### src/jacr_defs.vh
// constants for the jitter attenuator control register bank
`ifndef JACR_DEFS_VH
`define JACR_DEFS_VH
`define JACR_ADDR_W 8
`define JACR_ADDR_CH0 8'h07
`define JACR_ADDR_CH1 8'h0f
`define JACR_ADDR_CH2 8'h17
`define JACR_RESET_VAL 8'h03
`define JACR_RESET_BITS 5'h03
`define JACR_WR_MASK 8'h1f
`define JACR_BIT_DEPTH_LO 0
`define JACR_BIT_PATH 1
`define JACR_BIT_DEPTH_HI 2
`define JACR_BIT_FLUSH 3
`define JACR_BIT_FAST_DIS 4
`define JACR_NUM_CH 3
`endif

### src/jacr_chan_reg.v
// one channel of the jitter attenuator control register
`timescale 1ns/1ps
`default_nettype none
`include "jacr_defs.vh"
module jacr_chan_reg (
    input wire clk_sys_i,
    input wire rst_i,
    input wire wr_en_i,
    input wire [7:0] wr_data_i,
    input wire host_mode_i,
    output wire [7:0] rd_data_o,
    output wire fifo_depth_sel_lo_o,
    output wire fifo_depth_sel_hi_o,
    output wire jitter_path_select_o,
    output wire jitter_fifo_flush_o,
    output wire fast_recovery_en_o
);
    reg [4:0] ctrl_q;
    wire [4:0] ctrl_d;

    assign ctrl_d = wr_en_i ? wr_data_i[4:0] : ctrl_q;

    always @(posedge clk_sys_i or posedge rst_i) begin
        if (rst_i) begin
            ctrl_q <= `JACR_RESET_BITS;
        end else begin
            ctrl_q <= ctrl_d;
        end
    end

    // upper bits read as zero
    assign rd_data_o = {3'h0, ctrl_q};
    assign fifo_depth_sel_lo_o = ctrl_q[`JACR_BIT_DEPTH_LO];
    assign fifo_depth_sel_hi_o = ctrl_q[`JACR_BIT_DEPTH_HI];
    assign jitter_path_select_o = ctrl_q[`JACR_BIT_PATH];
    assign jitter_fifo_flush_o = ctrl_q[`JACR_BIT_FLUSH];
    // the stored bit stays readable; pin mode simply overrides its effect
    assign fast_recovery_en_o = ~(ctrl_q[`JACR_BIT_FAST_DIS] & host_mode_i);
endmodule // jacr_chan_reg
`default_nettype wire

### src/jacr_bank.v
// jitter attenuator control register bank, three channels
`timescale 1ns/1ps
`default_nettype none
`include "jacr_defs.vh"
module jacr_bank (
    input wire clk_sys_i,
    input wire rst_i,
    input wire host_mode_i,
    input wire [7:0] addr_i,
    input wire wr_i,
    input wire rd_i,
    input wire [7:0] wr_data_i,
    output wire [7:0] rd_data_o,
    output wire [2:0] fifo_depth_sel_lo_o,
    output wire [2:0] fifo_depth_sel_hi_o,
    output wire [2:0] jitter_path_select_o,
    output wire [2:0] jitter_fifo_flush_o,
    output wire [2:0] fast_recovery_en_o
);
    // ****************************************
    // one-hot channel codes
    // ****************************************
    // bit n stands for channel n; all zero means no channel
    localparam [2:0] HIT_NONE = 3'b000;
    localparam [2:0] HIT_CH0 = 3'b001;
    localparam [2:0] HIT_CH1 = 3'b010;
    localparam [2:0] HIT_CH2 = 3'b100;

    // ****************************************
    // address decode
    // ****************************************
    // exact match only, so aliases of the three addresses are refused
    function [2:0] ch_hit;
        input [7:0] a;
        begin
            case (a)
                `JACR_ADDR_CH0: begin
                    ch_hit = HIT_CH0;
                end
                `JACR_ADDR_CH1: begin
                    ch_hit = HIT_CH1;
                end
                `JACR_ADDR_CH2: begin
                    ch_hit = HIT_CH2;
                end
                default: begin
                    ch_hit = HIT_NONE;
                end
            endcase
        end
    endfunction

    // ****************************************
    // write data shaping
    // ****************************************
    // top three bits are never stored
    function [7:0] wr_field;
        input [7:0] d;
        begin
            wr_field = d & `JACR_WR_MASK;
        end
    endfunction

    // ****************************************
    // decode results and per-channel nets
    // ****************************************
    wire [2:0] wr_hit;
    wire [2:0] rd_hit;
    wire [7:0] wr_word;
    wire wr_ch0;
    wire wr_ch1;
    wire wr_ch2;
    wire [7:0] rd_ch0;
    wire [7:0] rd_ch1;
    wire [7:0] rd_ch2;

    wire ch0_depth_lo;
    wire ch0_depth_hi;
    wire ch0_path;
    wire ch0_flush;
    wire ch0_fast_en;

    wire ch1_depth_lo;
    wire ch1_depth_hi;
    wire ch1_path;
    wire ch1_flush;
    wire ch1_fast_en;

    wire ch2_depth_lo;
    wire ch2_depth_hi;
    wire ch2_path;
    wire ch2_flush;
    wire ch2_fast_en;

    reg [7:0] rd_data_d;
    reg [7:0] rd_data_q;

    // ****************************************
    // strobe qualification
    // ****************************************
    // one decoder serves both strobes, so a read and a write never disagree
    assign wr_hit = wr_i ? ch_hit(addr_i) : HIT_NONE;
    assign rd_hit = rd_i ? ch_hit(addr_i) : HIT_NONE;
    assign wr_word = wr_field(wr_data_i);
    // a write strobe reaches one channel only
    assign wr_ch0 = wr_hit[0];
    assign wr_ch1 = wr_hit[1];
    assign wr_ch2 = wr_hit[2];

    // ****************************************
    // channel 0
    // ****************************************
    jacr_chan_reg u_ch0 (
        .clk_sys_i(clk_sys_i),
        .rst_i(rst_i),
        .wr_en_i(wr_ch0),
        .wr_data_i(wr_word),
        .host_mode_i(host_mode_i),
        .rd_data_o(rd_ch0),
        .fifo_depth_sel_lo_o(ch0_depth_lo),
        .fifo_depth_sel_hi_o(ch0_depth_hi),
        .jitter_path_select_o(ch0_path),
        .jitter_fifo_flush_o(ch0_flush),
        .fast_recovery_en_o(ch0_fast_en)
    );

    // ****************************************
    // channel 1
    // ****************************************
    jacr_chan_reg u_ch1 (
        .clk_sys_i(clk_sys_i),
        .rst_i(rst_i),
        .wr_en_i(wr_ch1),
        .wr_data_i(wr_word),
        .host_mode_i(host_mode_i),
        .rd_data_o(rd_ch1),
        .fifo_depth_sel_lo_o(ch1_depth_lo),
        .fifo_depth_sel_hi_o(ch1_depth_hi),
        .jitter_path_select_o(ch1_path),
        .jitter_fifo_flush_o(ch1_flush),
        .fast_recovery_en_o(ch1_fast_en)
    );

    // ****************************************
    // channel 2
    // ****************************************
    jacr_chan_reg u_ch2 (
        .clk_sys_i(clk_sys_i),
        .rst_i(rst_i),
        .wr_en_i(wr_ch2),
        .wr_data_i(wr_word),
        .host_mode_i(host_mode_i),
        .rd_data_o(rd_ch2),
        .fifo_depth_sel_lo_o(ch2_depth_lo),
        .fifo_depth_sel_hi_o(ch2_depth_hi),
        .jitter_path_select_o(ch2_path),
        .jitter_fifo_flush_o(ch2_flush),
        .fast_recovery_en_o(ch2_fast_en)
    );

    // ****************************************
    // output fan-out
    // ****************************************
    // bit n of every control bus belongs to channel n alone
    assign fifo_depth_sel_lo_o[0] = ch0_depth_lo;
    assign fifo_depth_sel_hi_o[0] = ch0_depth_hi;
    assign jitter_path_select_o[0] = ch0_path;
    assign jitter_fifo_flush_o[0] = ch0_flush;
    assign fast_recovery_en_o[0] = ch0_fast_en;

    assign fifo_depth_sel_lo_o[1] = ch1_depth_lo;
    assign fifo_depth_sel_hi_o[1] = ch1_depth_hi;
    assign jitter_path_select_o[1] = ch1_path;
    assign jitter_fifo_flush_o[1] = ch1_flush;
    assign fast_recovery_en_o[1] = ch1_fast_en;

    assign fifo_depth_sel_lo_o[2] = ch2_depth_lo;
    assign fifo_depth_sel_hi_o[2] = ch2_depth_hi;
    assign jitter_path_select_o[2] = ch2_path;
    assign jitter_fifo_flush_o[2] = ch2_flush;
    assign fast_recovery_en_o[2] = ch2_fast_en;

    // ****************************************
    // read select
    // ****************************************
    // unmapped reads give zero rather than the last word
    always @* begin
        rd_data_d = 8'h00;
        case (rd_hit)
            HIT_CH0: begin
                rd_data_d = rd_ch0;
            end
            HIT_CH1: begin
                rd_data_d = rd_ch1;
            end
            HIT_CH2: begin
                rd_data_d = rd_ch2;
            end
            default: begin
                rd_data_d = 8'h00;
            end
        endcase
    end

    // ****************************************
    // read data register
    // ****************************************
    // holds until the next read strobe; a write in the same cycle is not seen
    always @(posedge clk_sys_i or posedge rst_i) begin
        if (rst_i) begin
            rd_data_q <= 8'h00;
        end else if (rd_i) begin
            rd_data_q <= rd_data_d;
        end
    end

    assign rd_data_o = rd_data_q;
endmodule // jacr_bank
`default_nettype wire

### config.mk
export PLATFORM = sky130hd
export DESIGN_NAME = jacr_bank
export DESIGN_NICKNAME = d
export VERILOG_FILES = /design/src/jacr_chan_reg.v /design/src/jacr_bank.v
export VERILOG_INCLUDE_DIRS = /design/src
export SDC_FILE = /design/constraint.sdc
export NUM_CORES = 1
export LEC_CHECK = 0
export ABC_AREA = 1
export BUFFER_PORTS_ARGS = -buffer_cell sky130_fd_sc_hd__buf_4
export CAP_MARGIN = 10
export CORE_ASPECT_RATIO = 0.75
export CORE_MARGIN = 3
export CORE_UTILIZATION = 45
export CTS_CLUSTER_DIAMETER = 100
export DETAILED_ROUTE_END_ITERATION = 8
export MAX_ROUTING_LAYER = met4
export PLACE_DENSITY = 0.74
export SKIP_LAST_GASP = 1
export SYNTH_ARGS = -nofsm -noshare
export SYNTH_HDL_FRONTEND = slang
export SYNTH_SLANG_ARGS = --single-unit
### constraint.sdc
create_clock -name clk_sys_i -period 1.3 [get_ports clk_sys_i]
set_clock_uncertainty 0.15 [all_clocks]
set_input_delay 0.26 -clock clk_sys_i [delete_from_list [all_inputs] [get_ports clk_sys_i]]
set_output_delay 0.26 -clock clk_sys_i [all_outputs]
set_load 0.01 [all_outputs]
==> reports/metrics.yaml, run 1 <==
floorplan:
  die_h_um: 51.02
  die_w_um: 66.03
  io-pin-count: 44
  dieArea_sq_um: 3369
  core_sq_um: 2440
  rows: 15
  initial_utilization_pct: 49.85
run_status:
  status: "complete, but fails checks"
  violations: "negative setup slack"
placed_design:
  post_dp_cell_area_sq_um: 1410
  portBuffers: 37
  gp_routability_congestion: 0.8513
  dp_hpwl_mm: 2.143
timing:
  hold_viol: 0
  worst_slack_ps: -108.3
  finalMaxSlewViolations: 0
  max_freq_mhz: 710.1
  finalSetupViolCount: 9
  fin_crit_ps: 1408
  grt_setup_unrepaired: "true"
  period_share_pct: 108.3
clock_tree:
  cts_made_buffers: 3
  cts_tree: "yes"
  clock_latency_ps: 310
  ctsHtreeMaxLevel: 1
  numClockSinks: 20
  cts-root-buf: "clkbuf_4"
  clkTransAtPathRegs_ps: 120
  cts.path.max_buffers: 2
global_routing:
  grt_first_pass_wirelength_mm: 4.636
  antenna_found_initial: 0
  grt_overflow: 0
  grt_max_degree: 21
  grt_pass1_vias: 978
  grt_use_total_pct: 18.80
routing:
  dr.first_iter.drc_count: 70
  ant_nets: 0
  vias: 1101
  routed_wl_mm: 3.000
  post_drt_via_cell_ratio: 4.982
  drc: 0
  first_pass_iters: 4
  routedWlPerCell_um: 13.57
logic_synthesis:
  synth_top_cell_by_area: "dfrtp_1"
  ys_warn_count: 0
  synth_edf_count: 0
  synth_most_common_cell: "nand2_1"
  synth_ff_type: "dfrtp_1"
  ys_ff_latch: 20
  async_reset_ff_share_pct: 100.0
  synth.top_cell.area_share_pct: 28.81
  synthCells: 141
  synth.distinct_cells: 19
  synth_area_sq_um: 1216
  syn_area_per_cell_sq_um: 8.625
  ys_seq_area_share_pct: 41.77
  ys_top_cells_by_count: "nand2_1, nand4_1, buf_4"
  synth.top_cells.by_area: "dfrtp_1, dfstp_2, nand2_1, buf_4, nand4_1"
setup_path:
  critPathArrivalTime_ps: 1000
  start_kind: "register"
  crit_slowest_cell: "dfstp_2"
  crit_path_end_kind: "output port"
  crit_type: "reg -> out"
  cpLargestDelayFamily: "flip-flops"
  critPathMaxStageDelay_ps: 580
  cp_num_buf_inv: 1
  cp_max_fo: 2
  worstPathRequired_ps: 890
  path_cells: "buf_6"
final_layout:
  nets: 209
  multi_input_area_sq_um: 511.7
  num_antenna_cells: 0
  regArea_sq_um: 508.0
  fin_area_sq_um: 1674
  fillers: 203
  areaGrowthSynthToFinish_pct: 37.65
  drive_above_1_share_pct: 45.45
min_path:
  hp-class: "in -> reg"
power_and_ir_drop:
  power_mw: 1.425
  leakage_nw: 0.9300
  vdd_ir_drop_max_mv: 0.6273
  power_density_nw_per_um2: 851.4
flow_run:
  maxCapViolCount: 0
[cell families (layout without fill, tap and decap cells)]
group | count (synthesis) | count (layout) | synth area share [%]
AOI/OAI and AO/OA | 15 | 15 | 6.173
buffers and inverters | 31 | 75 | 16.77
DFF | 20 | 20 | 41.77
other | 1 | 3 | 0.3083
and+or+nand+nor | 74 | 74 | 34.98
[path summary, 6_finish.rpt]
kind	from	end	slack [ps]	cells after the start
hold reg to reg	rd_data_o[3]	rd_data_o[3]	380	2
setup reg to reg	u_ch0.ctrl_q[2]	rd_data_o[2]	140	4
hold / removal	wr_data_i[1]	u_ch1.ctrl_q[1]	9	3
setup / recovery	u_ch1.ctrl_q[1]	jitter_path_select_o[1]	-110	1
max in group asynchronous	rst_i	u_ch1.ctrl_q[0]	370	4
min in group asynchronous	rst_i	u_ch2.ctrl_q[2]	370	4
[per-stage QoR]
stage                     hold WS [ps]  cells  setup TNS, ps  setup WS, ps  utilization (%)
after CTS                        2.902    213         -598.1        -118.7            65.13
after detailed placement         153.4    196         -89.14        -25.36            57.79
after global routing             3.665    221          -1085        -147.1            68.62
final                            9.462    221         -586.2        -108.3            68.62
after global placement           151.4    196         -1.995        -1.917            57.79
after floorplan                  69.38    143              0         163.6                -
[cell type report]
cell class / instances / share of cell area, %
timing repair buffer: 63 / 31.46
multi-input combinational: 92 / 30.57
sequential: 20 / 30.34
tap: 34 / 2.541
inverter: 8 / 1.943
clock inverter: 1 / 1.794
clock buffer: 3 / 1.345
[registers in the layout (all words and copies together), names as in the netlist]
signal / flops
u_ch1.ctrl_q: 5
rd_data_o: 5
u_ch2.ctrl_q: 5
u_ch0.ctrl_q: 5
[layout by cell type (no fill, tap or decap)]
master	netlist	routed
buf_4	18	48
buf_6	2	13
bufinv_16	0	1
clkbuf_4	0	3
conb_1	1	3
dfrtp_1	14	14
dfstp_2	6	6
dlygate4sd3_1	0	2
inv_1	6	6
inv_2	1	1
inv_4	1	1
nand2_1	42	42
nand2_2	2	2
nand2_4	3	3
nand4_1	20	20
nor2_4	5	5
nor2_8	2	2
o21ai_0	11	11
o21ai_1	4	4
[where the power goes]
group	internal [mW]	switching [mW]	total (mW)
logic	0.121	0.123	0.243
registers	0.652	0.0190	0.671
clock network	0.312	0.199	0.511
[metal layers]
metal  track usage (%)  routed length (um)
met1             25.27                1314
met2             29.45                1441
met3             3.956                 234
met4             4.054                  10
met5                 -                   0
[repair_timing]
| action | CTS | global route |
|---|---|---|
| hold buffers | 1 | 1 |
| endpoints found under the hold margin | 14 | 1 |
| endpoints found under the setup margin | 12 | 18 |
| pin swaps | 0 | 1 |
| resized for setup | 7 | 6 |
| setup buffers | 12 | 7 |
No activity file was read; power rests on OpenSTA's default activity.
==> inputs of run 2 (changes only) <==
SETUP_SLACK_MARGIN = 0.2   (was unset)
==> run 2 against run 1 <==
- the run still ends with negative setup slack left
- power decreased by 15%
- via count up 3.8%
- register-to-register slack gained 20 ps
==> reports/metrics.yaml, run 2 (same netlist as run 1, synthesis figures left out) <==
global_routing:
  grt_use_total_pct: 19.90  # +1.1 points
  grt_pass1_vias: 1039  # +6.2%
  grt_overflow: 0  # unchanged
  antenna_found_initial: 0  # unchanged
  met2_usage_pct: 29.45  # unchanged
  grt_max_degree: 21  # unchanged
  use_met3_pct: 5.495  # +1.5 points
  met1_usage_pct: 27.80  # +2.5 points
  top_usage_layer: "met2"
  grt_first_pass_wirelength_mm: 4.961  # +7.0%
power_and_ir_drop:
  leakage_nw: 0.9162  # -1.5%
  vdd_ir_drop_max_mv: 0.4457  # -29%
  power_density_nw_per_um2: 733.2  # -14%
  power_mw: 1.217  # -15%
timing:
  hold_viol: 0  # unchanged
  finalMaxSlewViolations: 0  # unchanged
  finalSetupViolCount: 7  # -2
  worst_slack_ps: -83.62  # +24.68 ps
  period_share_pct: 106.4  # -1.9 points
  grt_setup_unrepaired: "true"
  max_freq_mhz: 722.7  # +1.8%
  fin_crit_ps: 1384  # -24.68 ps
setup_path:
  cpLargestDelayFamily: "flip-flops"
  critPathMaxStageDelay_ps: 580  # about the same
  critPathArrivalTime_ps: 970  # -30 ps
  reg2reg_to: "rd_data_o[1]"
  r2r.worst_path.cells: 4  # unchanged
  endpoint: "fifo_depth_sel_lo_o[0]"
  r2r_slack_ps: 160  # +20 ps
  cp_num_buf_inv: 1  # unchanged
  crit_path_end_kind: "output port"
  cp_max_fo: 3  # +1
  start_kind: "register"
  worstPathRequired_ps: 890  # about the same
  critPathLaunch: "u_ch0.ctrl_q[0]"
  regToRegStartpoint: "u_ch1.ctrl_q[1]"
  crit_slowest_cell: "dfstp_2"
  cp_num_cells: 1  # unchanged
  path_cells: "buf_6"
  crit_type: "reg -> out"
floorplan:
  initial_utilization_pct: 49.85  # unchanged
  die_w_um: 66.03  # unchanged
  die_h_um: 51.02  # unchanged
  dieArea_sq_um: 3369  # unchanged
  rows: 15  # unchanged
  core_sq_um: 2440  # unchanged
  io-pin-count: 44  # unchanged
run_status:
  status: "complete, but fails checks"
  violations: "negative setup slack"
final_layout:
  nets: 208  # -0.48%
  stdcell_count: 220  # -0.45%
  regArea_sq_um: 508.0  # unchanged
  multi_input_area_sq_um: 511.7  # unchanged
  areaGrowthSynthToFinish_pct: 36.52
  fin_area_sq_um: 1660  # -0.82%
  fillers: 194  # -4.4%
  num_antenna_cells: 0  # unchanged
  drive_above_1_share_pct: 45.16  # -0.29 points
  layout_common_cells: "nand2_1, buf_4, nand4_1"
placed_design:
  dpl.cell_count: 196  # unchanged
  portBuffers: 37  # unchanged
  dp_hpwl_mm: 2.225  # +3.8%
  post_dp_cell_area_sq_um: 1410  # unchanged
  place_ws_ps: -32.18  # -6.824 ps
  gp_routability_congestion: 0.8598  # +1.0%
clock_tree:
  clkTransAtPathRegs_ps: 120  # about the same
  cts.path.max_buffers: 2  # unchanged
  cts_tree: "yes"
  numClockSinks: 20  # unchanged
  ctsHtreeMaxLevel: 1  # unchanged
  clock_latency_ps: 300  # about the same
  cts-root-buf: "clkbuf_4"
  cts_made_buffers: 3  # unchanged
min_path:
  hp-class: "in -> reg"
routing:
  dr.first_iter.drc_count: 113  # +61%
  vias: 1143  # +3.8%
  routedWlPerCell_um: 13.64  # +0.45%
  drc: 0  # unchanged
  post_drt_via_cell_ratio: 5.195  # +4.3%
  ant_nets: 0  # unchanged
  first_pass_iters: 4  # unchanged
  routed_wl_mm: 3.000  # unchanged
flow_run:
  maxCapViolCount: 0  # unchanged
==> run 2: cell types whose count changed in the layout (fill, tap and decap cells not counted), sizes merged <==
| cell | delta |
|---|---|
| bufinv | -1 |
| clkbuf | +1 |
| dlygate4sd3 | -1 |
==> run 2: power by group <==
group / switching (mW) / internal, mW / total [mW] / leakage, nW
Clock: 0.186 / 0.119 / 0.305 / 0.0150
Sequential: 0.0205 / 0.652 / 0.672 / 0.256
Combinational: 0.121 / 0.119 / 0.240 / 0.645
Total: 0.327 / 0.891 / 1.22 / 0.916
==> run 2: cell type report <==
| cell class | count | area share (%) |
|---|---|---|
| sequential | 20 | 30.60 |
| tap | 34 | 2.562 |
| inverter | 8 | 1.959 |
| timing repair buffer | 62 | 32.48 |
| multi-input combinational | 92 | 30.82 |
| clock buffer | 4 | 1.583 |
==> run 2: per-stage QoR <==
stage	utilization [%]	setup TNS (ps)	hold WS [ps]
floorplan	-	0	69.38
global placement	57.79	0	153.5
detailed placement	57.79	-74.15	154.7
CTS	66.21	-452.7	25.61
global route	68.05	-864.2	12.31
finish	68.05	-380.0	22.79
==> run 2: how the worst min path moves through the flow <==
| stage | end | from | cells after the start |
|---|---|---|---|
| global route | u_ch1.ctrl_q[0] | wr_data_i[0] | 3 |
| detailed placement | rd_data_o[1] | rst_i | 3 |
| CTS | u_ch0.ctrl_q[1] | wr_data_i[1] | 3 |
| finish | u_ch2.ctrl_q[3] | wr_data_i[3] | 3 |
| floorplan | rd_data_o[0] | rst_i | 1 |
| global placement | rd_data_o[4] | rst_i | 3 |
==> run 2: tightest hold or removal path, stage by stage <==
cell,delay [ps]
buf_4,90
nand2_1,50
nand2_1,50
==> run 2: timing repair <==
item / CTS / global route
endpoints found under the setup margin: 20 / 23
setup buffers: 14 / 5
resized for setup: 17 / 3
endpoints found under the hold margin: 14 / 0
hold buffers: 1 / 0
pin swaps: 0 / 3
==> run 2: layer usage <==
| layer | part of all wire [%] | routed length (um) | vias to the layer above |
|---|---|---|---|
| li1 | - | - | 545 |
| met1 | 44 | 1334 | 535 |
| met2 | 45 | 1360 | 59 |
| met3 | 9.3 | 279 | 4 |
| met4 | 0.87 | 26 | 0 |
| met5 | 0 | 0 | - |
==> inputs of run 3 (changes only) <==
ABC_AREA = unset   (was 1)
PLACE_DENSITY = 0.75   (was 0.74)
TNS_END_PERCENT = 100   (was unset)
==> run 3 against run 2 <==
- the flow still finishes with violations (negative setup slack)
- critical path type unchanged
- critical path depth unchanged
- largest power group unchanged
- highest routed layer unchanged
- power increased by 9.1%
- synthesized cell count decreased by 33%
- count of clock-buffer cells in the layout unchanged
- maximum frequency decreased by 1.8%
- final area increased by 9.3%
- area after synthesis decreased by 10%
- sequential cell count unchanged
==> reports/metrics.yaml, run 3 <==
power_and_ir_drop:
  power_density_nw_per_um2: 731.9  # -0.18%
  vdd_ir_drop_max_mv: 0.6253  # +40%
  leakage_nw: 0.8850  # -3.4%
floorplan:
  io-pin-count: 44  # unchanged
  dieArea_sq_um: 3055  # -9.3%
  rows: 14  # -1
  die_h_um: 48.62  # -4.7%
  core_sq_um: 2155  # -12%
  initial_utilization_pct: 50.58  # +0.73 points
  die_w_um: 62.83  # -4.9%
logic_synthesis:
  synthCells: 94  # -33%
  synth_area_sq_um: 1090  # -10%
  ys_warn_count: 0  # unchanged
  ys_seq_area_share_pct: 46.61  # +4.8 points
  ys_ff_latch: 20  # unchanged
  async_reset_ff_share_pct: 100.0  # unchanged
  synth_edf_count: 0  # unchanged
  syn_area_per_cell_sq_um: 11.59  # +34%
  synth_top_cell_by_area: "dfrtp_1"
  synth.top_cell.area_share_pct: 32.15  # +3.3 points
  synth.top_cells.by_area: "dfrtp_1, mux2_2, dfstp_2, buf_4, nand4_1"
  synth_ff_type: "dfrtp_1"
  synth_most_common_cell: "buf_4"
  ys_top_cells_by_count: "buf_4, mux2_2, dfrtp_1"
  synth.distinct_cells: 22  # +3
clock_tree:
  cts_made_buffers: 3  # unchanged
  cts-root-buf: "clkbuf_4"
  clock_latency_ps: 300  # about the same
  numClockSinks: 20  # unchanged
  cts.path.max_buffers: 2  # unchanged
  cts_tree: "yes"
  clkTransAtPathRegs_ps: 120  # about the same
  ctsHtreeMaxLevel: 1  # unchanged
routing:
  ant_nets: 0  # unchanged
  routed_wl_mm: 3.308  # +10%
  first_pass_iters: 4  # unchanged
  drc: 0  # unchanged
  routedWlPerCell_um: 17.60  # +29%
  vias: 995  # -13%
  dr.first_iter.drc_count: 48  # -58%
  post_drt_via_cell_ratio: 5.293  # +1.9%
timing:
  max_freq_mhz: 709.8  # -1.8%
  finalSetupTns_ps: -667.9  # -287.9 ps
  worst_slack_ps: -108.9  # -25.32 ps
  finalMaxSlewViolations: 0  # unchanged
  grt_setup_unrepaired: "true"
  hold_slack_ps: 44.34  # +21.55 ps
  fin_crit_ps: 1409  # +25.32 ps
  finalSetupViolCount: 12  # +5
  hold_viol: 0  # unchanged
  period_share_pct: 108.4  # +1.9 points
global_routing:
  grt_pass1_vias: 1025  # -1.3%
  antenna_found_initial: 0  # unchanged
  grt_max_degree: 21  # unchanged
  grt_overflow: 0  # unchanged
  grt_use_total_pct: 21.97  # +2.1 points
  grt_first_pass_wirelength_mm: 5.043  # +1.7%
setup_path:
  crit_path_end_kind: "output port"
  worstPathRequired_ps: 890  # about the same
  cpLargestDelayFamily: "flip-flops"
  critPathArrivalTime_ps: 1000  # +30 ps
  regToRegStartpoint: "u_ch0.ctrl_q[1]"
  reg2reg_to: "rd_data_o[1]"
  cp_max_fo: 3  # unchanged
  r2r_slack_ps: 30  # -130 ps
  critPathMaxStageDelay_ps: 580  # about the same
  r2r.worst_path.cells: 4  # unchanged
  start_kind: "register"
  cp_num_buf_inv: 1  # unchanged
  crit_slowest_cell: "dfstp_2"
  path_cells: "buf_6"
  crit_type: "reg -> out"
final_layout:
  num_antenna_cells: 0  # unchanged
  areaGrowthSynthToFinish_pct: 66.48
  fin_area_sq_um: 1814  # +9.3%
  layout_common_cells: "buf_4, buf_6, dfrtp_1"
  drive_above_1_share_pct: 71.79  # +27 points
  layout_commonest_cell: "buf_4"
  fin_util_pct: 84.20  # +16 points
  nets: 178  # -14%
placed_design:
  gp_routability_congestion: 0.7725  # -10%
  portBuffers: 37  # unchanged
  dp_hpwl_mm: 1.901  # -15%
  post_dp_cell_area_sq_um: 1386  # -1.7%
run_status:
  violations: "negative setup slack"
  status: "complete, but fails checks"
min_path:
  min_path_cells: 2  # -1
  hold_end: "u_ch1.ctrl_q[4]"
  hp-class: "in -> reg"
  hold_start: "wr_data_i[4]"
flow_run:
  maxCapViolCount: 0  # unchanged
run 3: cell types whose count changed in the layout (fill, tap and decap cells not counted), sizes merged, moves of 3 or more:
| cell | change |
|---|---|
| o21ai | -15 |
| nor2 | -7 |
| mux2 | +15 |
| o211ai | +3 |
| buf | +14 |
| nand2 | -44 |
| nand4 | -13 |
| nor2b | +3 |
| inv | -3 |
| a41oi | +3 |
run 3: worst max path at each step:
| stage | from | end | slack, ps | cells after the start |
|---|---|---|---|---|
| 2_1_floorplan | addr_i[5] | u_ch1.ctrl_q[2] | -240 | 3 |
| 6_report | u_ch1.ctrl_q[1] | jitter_path_select_o[1] | -110 | 1 |
| 4_1_cts | u_ch1.ctrl_q[1] | jitter_path_select_o[1] | -100 | 1 |
| 5_1_grt | u_ch1.ctrl_q[1] | jitter_path_select_o[1] | -140 | 1 |
| 3_5_place_dp | addr_i[5] | u_ch1.ctrl_q[3] | -320 | 5 |
| 3_3_place_gp | addr_i[5] | u_ch1.ctrl_q[4] | -260 | 5 |
run 3: through the flow:
step | total power [mW] | setup WS [ps] | cells
finish | 1.328 | -108.9 | 188
global route | 1.388 | -139.1 | 188
CTS | 1.290 | -95.65 | 181
detailed placement | 0.8654 | -316.7 | 160
global placement | 0.8598 | -263.8 | 160
floorplan | 0.7766 | -240.6 | 96
run 3: cell families (layout without fill, tap and decap cells):
group / Yosys count / count (layout) / share of synthesized area, %
AO/OA/AOI/OAI: 8 / 8 / 6.315
buffers and inverters: 25 / 85 / 14.81
flip-flops: 20 / 20 / 46.61
multiplexers: 17 / 17 / 17.34
other: 1 / 3 / 0.3441
AND/OR/NAND/NOR: 23 / 23 / 14.58
run 3: area by class of cell:
type / count / area (sq um)
Sequential cell: 20 / 508.0
Tap cell: 32 / 40.04
Multi-Input combinational cell: 51 / 503.0
Inverter: 5 / 18.77
Timing Repair Buffer: 76 / 708.2
Clock buffer: 4 / 36.28
Fill cell: 129 / 340.3
run 3: what timing repair did:
item                                    in CTS  in global routing
pin swaps                                    4                 11
buffers inserted                            16                  7
hold buffers                                 1                  0
hold endpoints to repair                    14                  0
resized for setup                           33                 18
endpoints found under the setup margin      40                 40
run 3: report_power, final:
group	total (mW)	internal (mW)	switching (mW)
registers	0.672	0.652	0.0199
logic	0.288	0.171	0.118
clock network	0.367	0.171	0.196
total	1.33	0.994	0.334
run 3: per-layer routing:
| layer | vias up | share of wire, % | global-route usage [%] |
|---|---|---|---|
| li1 | 445 | - | - |
| met1 | 466 | 39 | 26.35 |
| met2 | 62 | 49 | 35.75 |
| met3 | 22 | 6.3 | 5.093 |
| met4 | 0 | 6.0 | 9.158 |
| met5 | - | 0 | - |
